`src/rtl/ubc_pkg.sv`:
```
// How it works
// - Command port takes descriptor downloads and register writes.
// - Command byte bit 7: one is address byte, zero is data byte.
// - Address byte bit 6: zero means write, one means read.
// - Address byte bits 5 to 0 give one of 64 registers.
// - Data byte carries only its low nibble; bits 6 to 4 ignored.
// - First data byte gives bits 7 to 4, second gives bits 3 to 0.
// - Ready drops after each taken command byte, rises when free again.
// - Interrupt line flags events enabled in the interrupt enable register, or read data ready in read mode.
// - Identity-only descriptor download keeps default configuration.
// - Select lines pick one endpoint FIFO or the command port.
// - With the command port selected and outside read mode, pending event status byte sits on the low data lines; in read mode they carry the read value.
package ubc_pkg;
  localparam int          CLK_NS        = 4;
  localparam int          READY_LOW_NS  = 20;
  localparam int          READY_LOW_CYC =
    (READY_LOW_NS + CLK_NS - 1) / CLK_NS;
  localparam logic [3:0]  READY_LOW_CNT = 4'(READY_LOW_CYC);
  // Pin vector layout after synchronising
  localparam int          PIN_W         = 23;
  localparam int          PIN_SEL       = 16;
  localparam int          PIN_CS        = 19;
  localparam int          PIN_WR        = 20;
  localparam int          PIN_RD        = 21;
  localparam int          PIN_OE        = 22;
  localparam logic [2:0]  SEL_CMD       = 3'h4;
  localparam int          CMD_TYPE_BIT  = 7;
  localparam int          CMD_DIR_BIT   = 6;
  // Register addresses
  localparam logic [5:0]  IFCFG_ADR     = 6'h01;
  localparam logic [5:0]  IRQ_EN_ADR    = 6'h02;
  localparam logic [5:0]  IRQ_STAT_ADR  = 6'h03;
  localparam logic [5:0]  DESC_ADR      = 6'h30;
  localparam logic [7:0]  IFCFG_RST     = 8'h00;
  localparam logic [7:0]  DESC_ID_BYTES = 8'h06;
  localparam logic [7:0]  DESC_CNT_MAX  = 8'hff;
  localparam int          IRQ_W         = 6;
endpackage

```
`src/rtl/ubc_command_port.sv`:
```
`timescale 1ns/10ps
module ubc_command_port
  import ubc_pkg::*;
(
  input  wire logic        clk_sys_in,
  input  wire logic        rst_in,
  input  wire logic        cs_n_in,
  input  wire logic        wr_n_in,
  input  wire logic        rd_n_in,
  input  wire logic        oe_n_in,
  input  wire logic [2:0]  fifo_select_in,
  input  wire logic [15:0] host_data_bus_in,
  output logic      [15:0] host_data_bus_out,
  output logic             host_data_bus_oe_out,
  output logic             ready_out,
  output logic             int_n_out,
  input  wire logic [5:0]  usb_event_in,
  output logic             fifo_wr_out,
  output logic             fifo_rd_out,
  output logic      [1:0]  fifo_sel_out,
  output logic      [15:0] fifo_wr_data_out,
  input  wire logic [15:0] fifo_rd_data_in,
  output logic      [7:0]  interface_configuration_out,
  output logic             default_config_out
);

  typedef enum logic [1:0] {PH_ADDR, PH_HI, PH_LO} ubc_phase_t;

  typedef struct packed {
    logic [PIN_W-1:0]  p1;
    logic [PIN_W-1:0]  p2;
    logic [PIN_W-1:0]  p3;
    logic [PIN_W-1:0]  pst;
    ubc_phase_t        phase;
    logic [5:0]        adr;
    logic [3:0]        hi;
    logic [3:0]        busy;
    logic              ready;
    logic              int_n;
    logic              rd_mode;
    logic [7:0]        rd_val;
    logic [IRQ_W-1:0]  stat;
    logic [63:0][7:0]  regs;
    logic [15:0]       dout;
    logic              doe;
    logic              fifo_wr;
    logic              fifo_rd;
    logic [1:0]        fsel;
    logic [15:0]       wdata;
    logic [7:0]        desc_cnt;
    logic              dflt;
  } ubc_state_t;

  localparam ubc_state_t RST_Q = '{
    p1: '1, p2: '1, p3: '1, pst: '1,
    phase: PH_ADDR, ready: 1'b1, int_n: 1'b1, dflt: 1'b1,
    default: '0};

  ubc_state_t        q;
  ubc_state_t        n;
  logic              cs_act;
  logic              wr_end;
  logic              rd_beg;
  logic              rd_end;
  logic              is_cmd;
  logic              is_fifo;
  logic              take;
  logic [7:0]        cbyte;
  logic [2:0]        sel;
  logic [IRQ_W-1:0]  irq_en;

  always_comb begin
    n = q;
    // Three stages; a change counts once stages two and three agree
    n.p1 = {oe_n_in, rd_n_in, wr_n_in, cs_n_in, fifo_select_in,
            host_data_bus_in};
    n.p2 = q.p1;
    n.p3 = q.p2;
    n.pst = (q.p3 & ~(q.p2 ^ q.p3)) | (q.pst & (q.p2 ^ q.p3));
    cs_act  = ~q.pst[PIN_CS];
    wr_end  = cs_act & ~q.pst[PIN_WR] & n.pst[PIN_WR];
    rd_beg  = cs_act & q.pst[PIN_RD] & ~n.pst[PIN_RD];
    rd_end  = cs_act & ~q.pst[PIN_RD] & n.pst[PIN_RD];
    sel     = q.pst[PIN_SEL +: 3];
    cbyte   = q.pst[7:0];
    irq_en  = q.regs[IRQ_EN_ADR][IRQ_W-1:0];
    is_cmd  = (sel == SEL_CMD);
    is_fifo = ~sel[2];
    // Bytes arriving while busy are dropped, master must wait
    take    = wr_end & is_cmd & q.ready;

    // Endpoint FIFO traffic bypasses the command engine
    n.fifo_wr = wr_end & is_fifo;
    n.fifo_rd = rd_beg & is_fifo;
    if (n.fifo_wr || n.fifo_rd) begin
      n.fsel = sel[1:0];
    end
    if (n.fifo_wr) begin
      n.wdata = q.pst[15:0];
    end
    if (n.fifo_rd) begin
      n.dout = fifo_rd_data_in;
    end

    if (q.busy != 4'h0) begin
      n.busy = q.busy - 4'h1;
      if (q.busy == 4'h1) begin
        n.ready = 1'b1;
      end
    end

    // Clear before a new request so a read taken in this cycle wins
    if (rd_end && is_cmd && q.rd_mode) begin
      n.rd_mode = 1'b0;
    end

    if (take) begin
      n.ready = 1'b0;
      n.busy  = READY_LOW_CNT;
      if (cbyte[CMD_TYPE_BIT]) begin
        n.adr = cbyte[5:0];
        if (cbyte[CMD_DIR_BIT]) begin
          n.rd_mode = 1'b1;
          n.phase   = PH_ADDR;
          n.rd_val  = (cbyte[5:0] == IRQ_STAT_ADR) ?
                      {2'h0, q.stat} : q.regs[cbyte[5:0]];
        end else begin
          n.phase = PH_HI;
        end
      end else begin
        unique case (q.phase)
          PH_HI: begin
            n.hi    = cbyte[3:0];
            n.phase = PH_LO;
          end
          PH_LO: begin
            n.regs[q.adr] = {q.hi, cbyte[3:0]};
            n.phase       = PH_ADDR;
            if (q.adr == DESC_ADR &&
                q.desc_cnt != DESC_CNT_MAX) begin
              n.desc_cnt = q.desc_cnt + 8'h01;
            end
          end
          PH_ADDR: begin
            // Stray data byte with no address: ignored
          end
        endcase
      end
    end

    // Longer download than the identity fields carries configuration
    n.dflt = (n.desc_cnt <= DESC_ID_BYTES);

    // Status clears when the master finishes reading it; events win
    n.stat = usb_event_in;
    if (!(rd_end && is_cmd && !q.rd_mode)) begin
      n.stat = n.stat | q.stat;
    end
    n.int_n = ~(n.rd_mode | (|(n.stat & irq_en)));
    if (is_cmd) begin
      n.dout = {8'h00, n.rd_mode ? n.rd_val : {2'h0, n.stat}};
    end
    n.doe = ~n.pst[PIN_CS] & ~n.pst[PIN_OE];
  end

  always_ff @(posedge clk_sys_in) begin
    if (rst_in) begin
      q <= RST_Q;
      q.regs[IFCFG_ADR] <= IFCFG_RST;
    end else begin
      q <= n;
    end
  end

  assign host_data_bus_out           = q.dout;
  assign host_data_bus_oe_out        = q.doe;
  assign ready_out                   = q.ready;
  assign int_n_out                   = q.int_n;
  assign fifo_wr_out                 = q.fifo_wr;
  assign fifo_rd_out                 = q.fifo_rd;
  assign fifo_sel_out                = q.fsel;
  assign fifo_wr_data_out            = q.wdata;
  assign interface_configuration_out = q.regs[IFCFG_ADR];
  assign default_config_out          = q.dflt;
endmodule

```
`config.mk`:
```
export PLATFORM = sky130hd
export DESIGN_NAME = ubc_command_port
export DESIGN_NICKNAME = d
export VERILOG_FILES = /design/src/rtl/ubc_pkg.sv /design/src/rtl/ubc_command_port.sv
export SDC_FILE = /design/constraint.sdc
export NUM_CORES = 1
export LEC_CHECK = 0
export ABC_CLOCK_PERIOD_IN_PS = 3200
export BUFFER_PORTS_ARGS = -buffer_cell sky130_fd_sc_hd__buf_2
export CELL_PAD_IN_SITES_DETAIL_PLACEMENT = 0
export CELL_PAD_IN_SITES_GLOBAL_PLACEMENT = 2
export CORE_ASPECT_RATIO = 0.8
export CORE_MARGIN = 4
export CORE_UTILIZATION = 40
export CTS_BUF_LIST = sky130_fd_sc_hd__clkbuf_8
export DETAILED_ROUTE_END_ITERATION = 10
export PLACE_DENSITY_LB_ADDON = 0.1
export SETUP_SLACK_MARGIN = 0.2
export SYNTH_ARGS = -nofsm -noshare
export SYNTH_HDL_FRONTEND = slang
export SYNTH_SLANG_ARGS = --single-unit
```
`constraint.sdc`:
```
create_clock -name clk_sys_in -period 3.2 [get_ports clk_sys_in]
set_input_delay 0 -clock clk_sys_in [delete_from_list [all_inputs] [get_ports clk_sys_in]]
set_output_delay 0 -clock clk_sys_in [all_outputs]
set_load 0.02 [all_outputs]
```
After elaboration in Yosys (flattened, before gate mapping)
Cells that the tools add are included.
{ "totals": {"latchBits": 0, "romBits": 0, "wordCells": 172, "mem_bits_rw": 0, "n_memories": 0, "register_bits": 683} }
{ "classes": {"add_sub_neg": 2, "n_eq_ne": 7, "shifts": 0, "mul": 0, "mux": 24, "n_bitwise": 28, "reduce_logical": 20, "div_mod_pow": 0, "magnitude_cmp": 4} }
{ "ops": {"columns": ["operator", "n"], "rows": [
  ["512-bit bitwise mux", 1],
  ["8-bit 2-to-1 mux", 10],
  ["8-bit binary-select mux with 6-bit select", 1],
  ["8-bit demux with 6-bit select", 1],
  ["23-bit bitwise AND", 2],
  ["9-bit 2-to-1 mux", 3],
  ["23-bit NOT", 1],
  ["23-bit OR", 1],
  ["23-bit XOR", 1],
  ["6-bit by 7-bit less-than comparator with 1-bit output (second input constant)", 2],
  ["1-bit bitwise AND", 11],
  ["1-bit NOT", 9],
  ["8-bit by 1-bit adder with 8-bit output (second input constant)", 1],
  ["8-bit by 3-bit less-or-equal comparator with 1-bit output (second input constant)", 1],
  ["4-bit 2-to-1 mux", 2],
  ["8-bit != test (second input constant)", 1],
  ["6-bit bitwise AND", 1],
  ["6-bit by 2-bit equality test with 1-bit output (second input constant)", 1],
  ["6-bit equality test (second input constant)", 1],
  ["6-bit by 1-bit >= comparator with 1-bit output (second input constant)", 1],
  ["6-bit 2-to-1 mux", 1],
  ["6-bit OR", 1],
  ["2-bit AND reduction", 3],
  ["3-bit AND reduction", 2],
  ["other kinds (17)", 26]
]} }

Longest topological paths before layout
Gate-level depths: netlist (run 1).
{ "logic_depth": {"word_depth": 13, "ltp_mapped": 11, "ltp_nobuf": 7} }

Least setup slack after synthesis (run 1)
Ideal clock, no wire load.
{ "synth_timing": {"path_kind": "register to register", "start": "register (tool-made name)", "end": "register q, in the netlist host_data_bus_out[4]", "arrival_time_ps": 2189, "setup_slack_ps": 873, "n_path_buf": 3, "required_ps": 3062, "path_stages_with_launch": 10, "path_cell_list": "dfxtp_1 -> buf_4 -> buf_4 -> buf_2 -> mux4_2 -> mux2i_1 -> nor3_1 -> a311o_1 -> a22oi_1 -> o221ai_1"} }
{ "synth_rtl": {"columns": ["item", "line_no", "source"], "rows": [
  ["to (signal assigned)", "ubc_command_port.sv:171", "q <= n;"],
  ["to (decl)", "ubc_command_port.sv:59", "ubc_state_t q;"]
]} }

==> impl_results.md, run 1 <==
* Outcome: finished clean
* Fraction of registers with async set/reset at 0%
* Yosys top cell by area: dfxtp_1
* Starting DRT DRC Count at 2372
* Synthesis Warnings at 0
* WL/cell at 21.8 um
* Placed Area at 30600 um2
* DR pass1 iterations at 6
* CP required at 3880 ps
* Critical-path top delay cell: or4b_1
* Syn nets at 3394
* Fin. Hold Viols at 0
* Port buffer count at 94
* Max Clk Rate at 336 MHz
* CTS Buf Count at 113
* Setup CP Type: register to register
* Initial Util at 40.7%
* Core Util, Final at 47.9%
* Clock Latency Late Sink at 760 ps
* Minimum clock period after layout at 2980 ps
* DRT antenna net count at 0
* Ports at 95
* Core area at 71000 um2
* CP Capture Type: register
* Startpoint Class: register
* Reg-to-reg slack, setup at 220 ps
* Vias in the first global route at 24129
* Crit path cell chain: or4b_1 -> nor4_1 -> nand3_1 -> nor2_1 -> buf_4 -> nand2_1 -> a21oi_1
* Initial antenna violation count at 2
* Post-DR vias/cell at 5.46
* Top-count cell post-synth: nand2_1
* Post-synth EDFFs at 0
* Post-synth top cells: 977 x nand2_1, 683 x dfxtp_1, 497 x a21oi_1, 211 x mux2i_1, 206 x nor2_1
* Clk buf depth at 3
* TNS Setup at 0 ps
* Hpwl dp at 66500 um
* Min-Delay Path Class: input port to register
* Final setup fails at 0
* FF+latch count, synth at 683
* Post-Syn Area per Cell at 8.63 um2
* Worst Path Max Fanout at 8
* CP bufs+invs at 1
* Post-synth top flop: dfxtp_1
* Slew Viols, Final at 0
* Relative slew margins at 33.2%
* Area Overhead vs Synth at 17.8%
* CTS tree: yes
* Largest net degree at the start of global routing at 135
* CTS Sinks at 683
* Main area contributors after synthesis: dfxtp_1 47%, nand2_1 13%, a21oi_1 8.6%
* Max Clock Skew at 34.1 ps
* Wirelength, routed at 99500 um
* Clock root buffer: clkbuf_8
* Die area at 76600 um2
* Slew @ Worst Pin at 977 ps
* Gp weighted congestion at 0.859
* # rows at 87
* Critical Path Max Stage Delay at 750 ps
* CP delay by family, top: simple AND/OR/NAND/NOR gates
* Arrival time worst endpoint at 3660 ps
* VDD IR max at 0.464 mV
* Sequential fraction of the synthesis area at 47.4%
* # nets final at 3571
* Cell area after synthesis at 28900 um2
* Max-cap violation count at 0
* Power Density at 505 nW/um2
* Yosys top cell area share at 47.4%
* Clock slew at reported path FFs at 70 ps
* Global-route wire length before repair at 152000 um
* Post-Synthesis Cells at 3344
* Leakage power at 13.2 nW
* RSZ-0062 raised after global routing: true
* Final Instance Area at 34000 um2
* DR vias at 24854
* Crit share post-route at 93.1%
* DRC viols at 0
* Total GRT Usage at 25.8%
* CTS H-tree lvls at 3
* Overflow left after global routing at 0
* Die Ht at 248 um
* Synth cell types at 75
* Share of cells above drive strength 1 at 17.8%
* Die width at 308 um
[flip-flops by register name (all words and copies together), names as in the netlist, named ones only]
register and cells:
q 564, n 46, fifo_wr_data_out 16, host_data_bus_out 16, interface_configuration_out 8, irq_en 6, fifo_sel_out 2, default_config_out 1
fifo_rd_out 1, fifo_wr_out 1, host_data_bus_oe_out 1, int_n_out 1, ready_out 1
[cell type report]
type	instances	area [um2]
clock buffers	150	2060
repair buffers	324	2680
inverters	11	41.3
clock inverters	62	365
fillers	6860	37000
flip-flops and latches	683	13700
diodes	1	2.50
well taps	934	1170
multi-input cells	2388	14000
[where the power goes]
part	total, W	internal [W]	switching, W
clock network	0.00811	0.00444	0.00368
logic	0.000452	0.000202	0.000250
registers	0.00860	0.00856	0.0000418
total	0.0172	0.0132	0.00397
[tightest hold or removal path, cell delays in order]
cell and delay, ps:
dlygate4sd3_1 530, buf_2 120, nand2_1 50, a21oi_1 60
[cells in the final DEF, fill, tap and decap left out, types with 5 or more instances in the layout]
cell type      Yosys  layout
nor2_4            16      17
o211ai_1           7       7
o22ai_1           22      22
mux4_2            85      85
o21bai_1          23      23
xnor2_1            6       6
nor2_2             1       9
buf_4             55     123
nand2b_1          10      10
nand2_1          977     977
a22oi_1           19      17
nor2_1           206     197
buf_2             25      93
mux2i_1          211     210
inv_1             11      46
buf_12             0      20
o21ai_0            7       7
a21oi_1          497     497
a31oi_1            7       7
clkbuf_8           0     150
xor2_1             5       5
clkinv_2           0      18
nand3_1           44      43
or2_2             76      76
or3_1              5       5
nor4_1             6       5
nor3_1            21      21
dfxtp_1          683     674
o221ai_1          11      11
nor2b_1           14      14
a211oi_1           6       6
o31ai_1            6       6
dlygate4sd3_1      0      87
and3_1             8       8
nand4_1            9       9
dfxtp_2            0       5
nand3b_1           5       5
mux2_2             9       9
[repair_timing]
item	in CTS	in global routing
hold buffers	87	0
gates resized for setup	3	13
buffers inserted	3	0
endpoints found under the setup margin	39	62
endpoints found under the hold margin	173	0
[through the flow]
step	cells	worst slack, ps	hold slack (ps)	total power, W
global placement	4250	163	184	0.00915
CTS	4552	140	5.47	0.0174
finish	4553	219	66.5	0.0172
detailed placement	4250	151	187	0.00916
global route	4553	182	80.1	0.0178
floorplan	3344	873	104	0.00904
[routing by layer]
metal / GRT usage (%) / routed length [um] / up-vias / part of all wire [%]
li1: - / - / 11735 / -
met1: 37.1 / 47000 / 12247 / 47
met2: 40.4 / 44500 / 737 / 45
met3: 4.24 / 6060 / 135 / 6.1
met4: 6.60 / 1910 / 0 / 1.9
met5: 0 / 0 / - / 0
[worst paths after layout]
check / startpoint / endpoint / cells after the start
hold reg to reg: n[647]$_SDFF_PP1_ / n[624]$_SDFF_PP1_ / 1
hold / removal: fifo_rd_data_in[15] / host_data_bus_out[15]$_SDFFE_PP0P_ / 4
setup / recovery: register / q[554]$_SDFFE_PP0P_ / 7
setup reg to reg: register / q[554]$_SDFFE_PP0P_ / 7
[kinds of logic (layout without fill, tap and decap cells)]
logic type	after synthesis	after routing	share of synthesized area, %
compound gates	638	638	12.3
xor+xnor	11	11	0.334
fa+ha+maj	4	4	0.165
buf+inv	273	547	4.40
flops	683	683	47.4
mux	305	305	14.3
other cells	0	1	0
simple gates	1430	1430	21.1
Note: power is estimated with default switching activity, not from simulation.
==> run 2: changes to the inputs <==
--- a/config.mk
+++ b/config.mk
@@ -14,8 +14,8 @@
 export CORE_UTILIZATION = 40
 export CTS_BUF_LIST = sky130_fd_sc_hd__clkbuf_8
 export DETAILED_ROUTE_END_ITERATION = 10
-export PLACE_DENSITY_LB_ADDON = 0.1
-export SETUP_SLACK_MARGIN = 0.2
+export PLACE_DENSITY_LB_ADDON = 0.3
+export SETUP_SLACK_MARGIN = 0.1
 export SYNTH_ARGS = -nofsm -noshare
 export SYNTH_HDL_FRONTEND = slang
 export SYNTH_SLANG_ARGS = --single-unit
==> run 2 against run 1 <==
Non-clock buffer count down 6. Core utilization fell by 0.38 points. Via count is 0.30% lower. Worst hold slack got worse by 11 ps. Largest cell class unchanged. Critical path depth unchanged. Die area unchanged. Combinational power hardly changed. Total power is 1.8% lower. Count of clock-buffer cells in the layout is 6 lower. Final cell count shrank 0.57%. Critical path type unchanged. Sequential share of layout area increased by 0.31 points. Design area decreased by 0.78%.
==> impl_results.md, run 2 (same netlist as run 1, synthesis figures left out) <==
* Outcome: finished clean
* Clk buf depth at 3 (unchanged)
* # rows at 87 (unchanged)
* Port buffer count at 94 (unchanged)
* TNS Setup at 0 ps (unchanged)
* Total GRT Usage at 24.8% (-0.98 points)
* Arrival time worst endpoint at 3650 ps (about the same)
* DRT antenna net count at 0 (unchanged)
* Placed insts at 4254 (+0.094%)
* Slew @ Worst Pin at 950 ps (-27.1 ps)
* Core area at 71000 um2 (unchanged)
* Relative slew margins at 36.7% (+3.5 points)
* Die Ht at 248 um (unchanged)
* Post-DR vias/cell at 5.47 (+0.27%)
* Final setup fails at 0 (unchanged)
* Biggest register: q
* CP most frequent cell: a221oi_1
* Hold slack at 55.7 ps (-10.8 ps)
* Max-cap violation count at 0 (unchanged)
* DR vias at 24779 (-0.30%)
* DRC viols at 0 (unchanged)
* Vias in the first global route at 23847 (-1.2%)
* CTS tree: yes
* Die width at 308 um (unchanged)
* Ports at 95 (unchanged)
* Hpwl dp at 64900 um (-2.6%)
* Clock slew at reported path FFs at 60 ps (about the same)
* Area Overhead vs Synth at 16.8%
* Critical-path top delay cell: a221oi_1
* # nets final at 3563 (-0.22%)
* WL/cell at 21.3 um (-2.6%)
* CP Capture Type: register
* VDD IR max at 0.355 mV (-23%)
* CP required at 3850 ps (-30 ps)
* Clock Latency Late Sink at 780 ps (+20 ps)
* Share of cells above drive strength 1 at 17.3% (-0.52 points)
* CTS Buf Count at 111 (-1.8%)
* Initial antenna violation count at 4 (+2)
* Max Clk Rate at 333 MHz (-0.66%)
* Fin. Hold Viols at 0 (unchanged)
* Layout fillers at 6827 (-0.48%)
* Overflow left after global routing at 0 (unchanged)
* Most frequent cells in the layout: 977 x nand2_1, 675 x dfxtp_1, 497 x a21oi_1
* Startpoint Class: register
* Crit path cell chain: buf_12 -> mux4_2 -> mux2i_1 -> a221oi_1 -> a32oi_1 -> or3_1 -> a221oi_1
* Postcts setup bufs at 0 (-3)
* CTS Sinks at 683 (unchanged)
* Biggest regs: q: 564 flops, n: 46 flops
* Minimum clock period after layout at 3000 ps (+19.7 ps)
* Worst Path Max Fanout at 34 (+26)
* Critical Path Max Stage Delay at 690 ps (-60 ps)
* Non-Filler Instances at 4527 (-0.57%)
* Die area at 76600 um2 (unchanged)
* Gp weighted congestion at 0.873 (+1.6%)
* CP delay by family, top: compound AO/OA/AOI/OAI gates
* RSZ-0062 raised after global routing: true
* Clock root buffer: clkbuf_8
* CTS H-tree lvls at 3 (unchanged)
* Min-Delay Path Class: input port to register
* Leakage power at 13.1 nW (-1.2%)
* Area of the multi-input gates at 14000 um2 (-0.27%)
* Largest net degree at the start of global routing at 145 (+7.4%)
* CP bufs+invs at 1 (unchanged)
* Core Util, Final at 47.5% (-0.38 points)
* Largest register FFs at 564 (unchanged)
* DR pass1 iterations at 6 (unchanged)
* Power Density at 500 nW/um2 (-1.0%)
* Commonest non-fill, non-tap cell in the layout: nand2_1
* Wirelength, routed at 96400 um (-3.1%)
* Setup CP Type: register to register
* Global-route wire length before repair at 146000 um (-3.7%)
* Register Area at 13700 um2 (about the same)
* Crit share post-route at 93.8% (+0.62 points)
* Max Clock Skew at 47.6 ps (+13.5 ps)
* Starting DRT DRC Count at 2341 (-1.3%)
* Slew Viols, Final at 0 (unchanged)
* Initial Util at 40.7% (unchanged)
run 2: changes by cell type in the layout (fill, tap and decap cells not counted), moves of 4 or more:
| cell | change |
|---|---|
| inv_1 | -11 |
| nor2_1 | +9 |
| nor2_2 | -8 |
| dlygate4sd3_1 | -7 |
| clkbuf_8 | -6 |
| clkinv_2 | -6 |
| diode_2 | +4 |
run 2: routing by layer:
layer / GRT usage, % / wire length, um / share of wire, %
met1: 35.1 / 44200 / 46
met2: 38.0 / 42200 / 44
met5: 0 / 0 / 0
met3: 5.36 / 7200 / 7.5
met4: 7.58 / 2740 / 2.8
run 2: final timing paths:
kind / start / to / slack [ps] / cells past startpoint
max: register / host_data_bus_out[7]$_SDFFE_PP0P_ / 200 / 7
min: usb_event_in[0] / q[558]$_SDFF_PP0_ / 60 / 4
max reg2reg: register / host_data_bus_out[7]$_SDFFE_PP0P_ / 200 / 7
min reg2reg: n[644]$_SDFF_PP1_ / n[621]$_SDFF_PP1_ / 390 / 1
run 2: power breakdown:
group          total, W  switching, W  internal, W
combinational  0.000452      0.000256     0.000196
sequential      0.00861     0.0000430      0.00856
clock           0.00780       0.00362      0.00418
run 2: final cells by class:
class	instances	share of cell area, %
Antenna cell	5	0.0371
Clock buffer	144	5.87
Clock inverter	44	0.846
Inverter	11	0.122
Multi-Input combinational cell	2388	41.4
Sequential cell	683	40.6
Tap cell	934	3.46
Timing Repair Buffer	318	7.71
run 2: metrics by stage:
stage | worst slack, ps | total power (W) | cell area (um2)
after floorplan | 873 | 0.00904 | 28900
after global placement | -130 | 0.00914 | 30600
after detailed placement | -92.2 | 0.00916 | 30600
after CTS | 207 | 0.0170 | 33700
after global routing | 96.7 | 0.0174 | 33700
final | 200 | 0.0169 | 33700
run 2: repair_timing:
item	in CTS	in global routing
resized for setup	4	1
pin swaps	0	0
hold buffers	80	0
endpoints found under the setup margin	4	2
hold endpoints to repair	147	0
run 2: worst register-to-register path, stage by stage, from the launching register on:
cell	delay [ps]
dfxtp_4	570
buf_12	320
mux4_2	330
mux2i_1	100
a221oi_1	690
a32oi_1	120
or3_1	470
a221oi_1	290
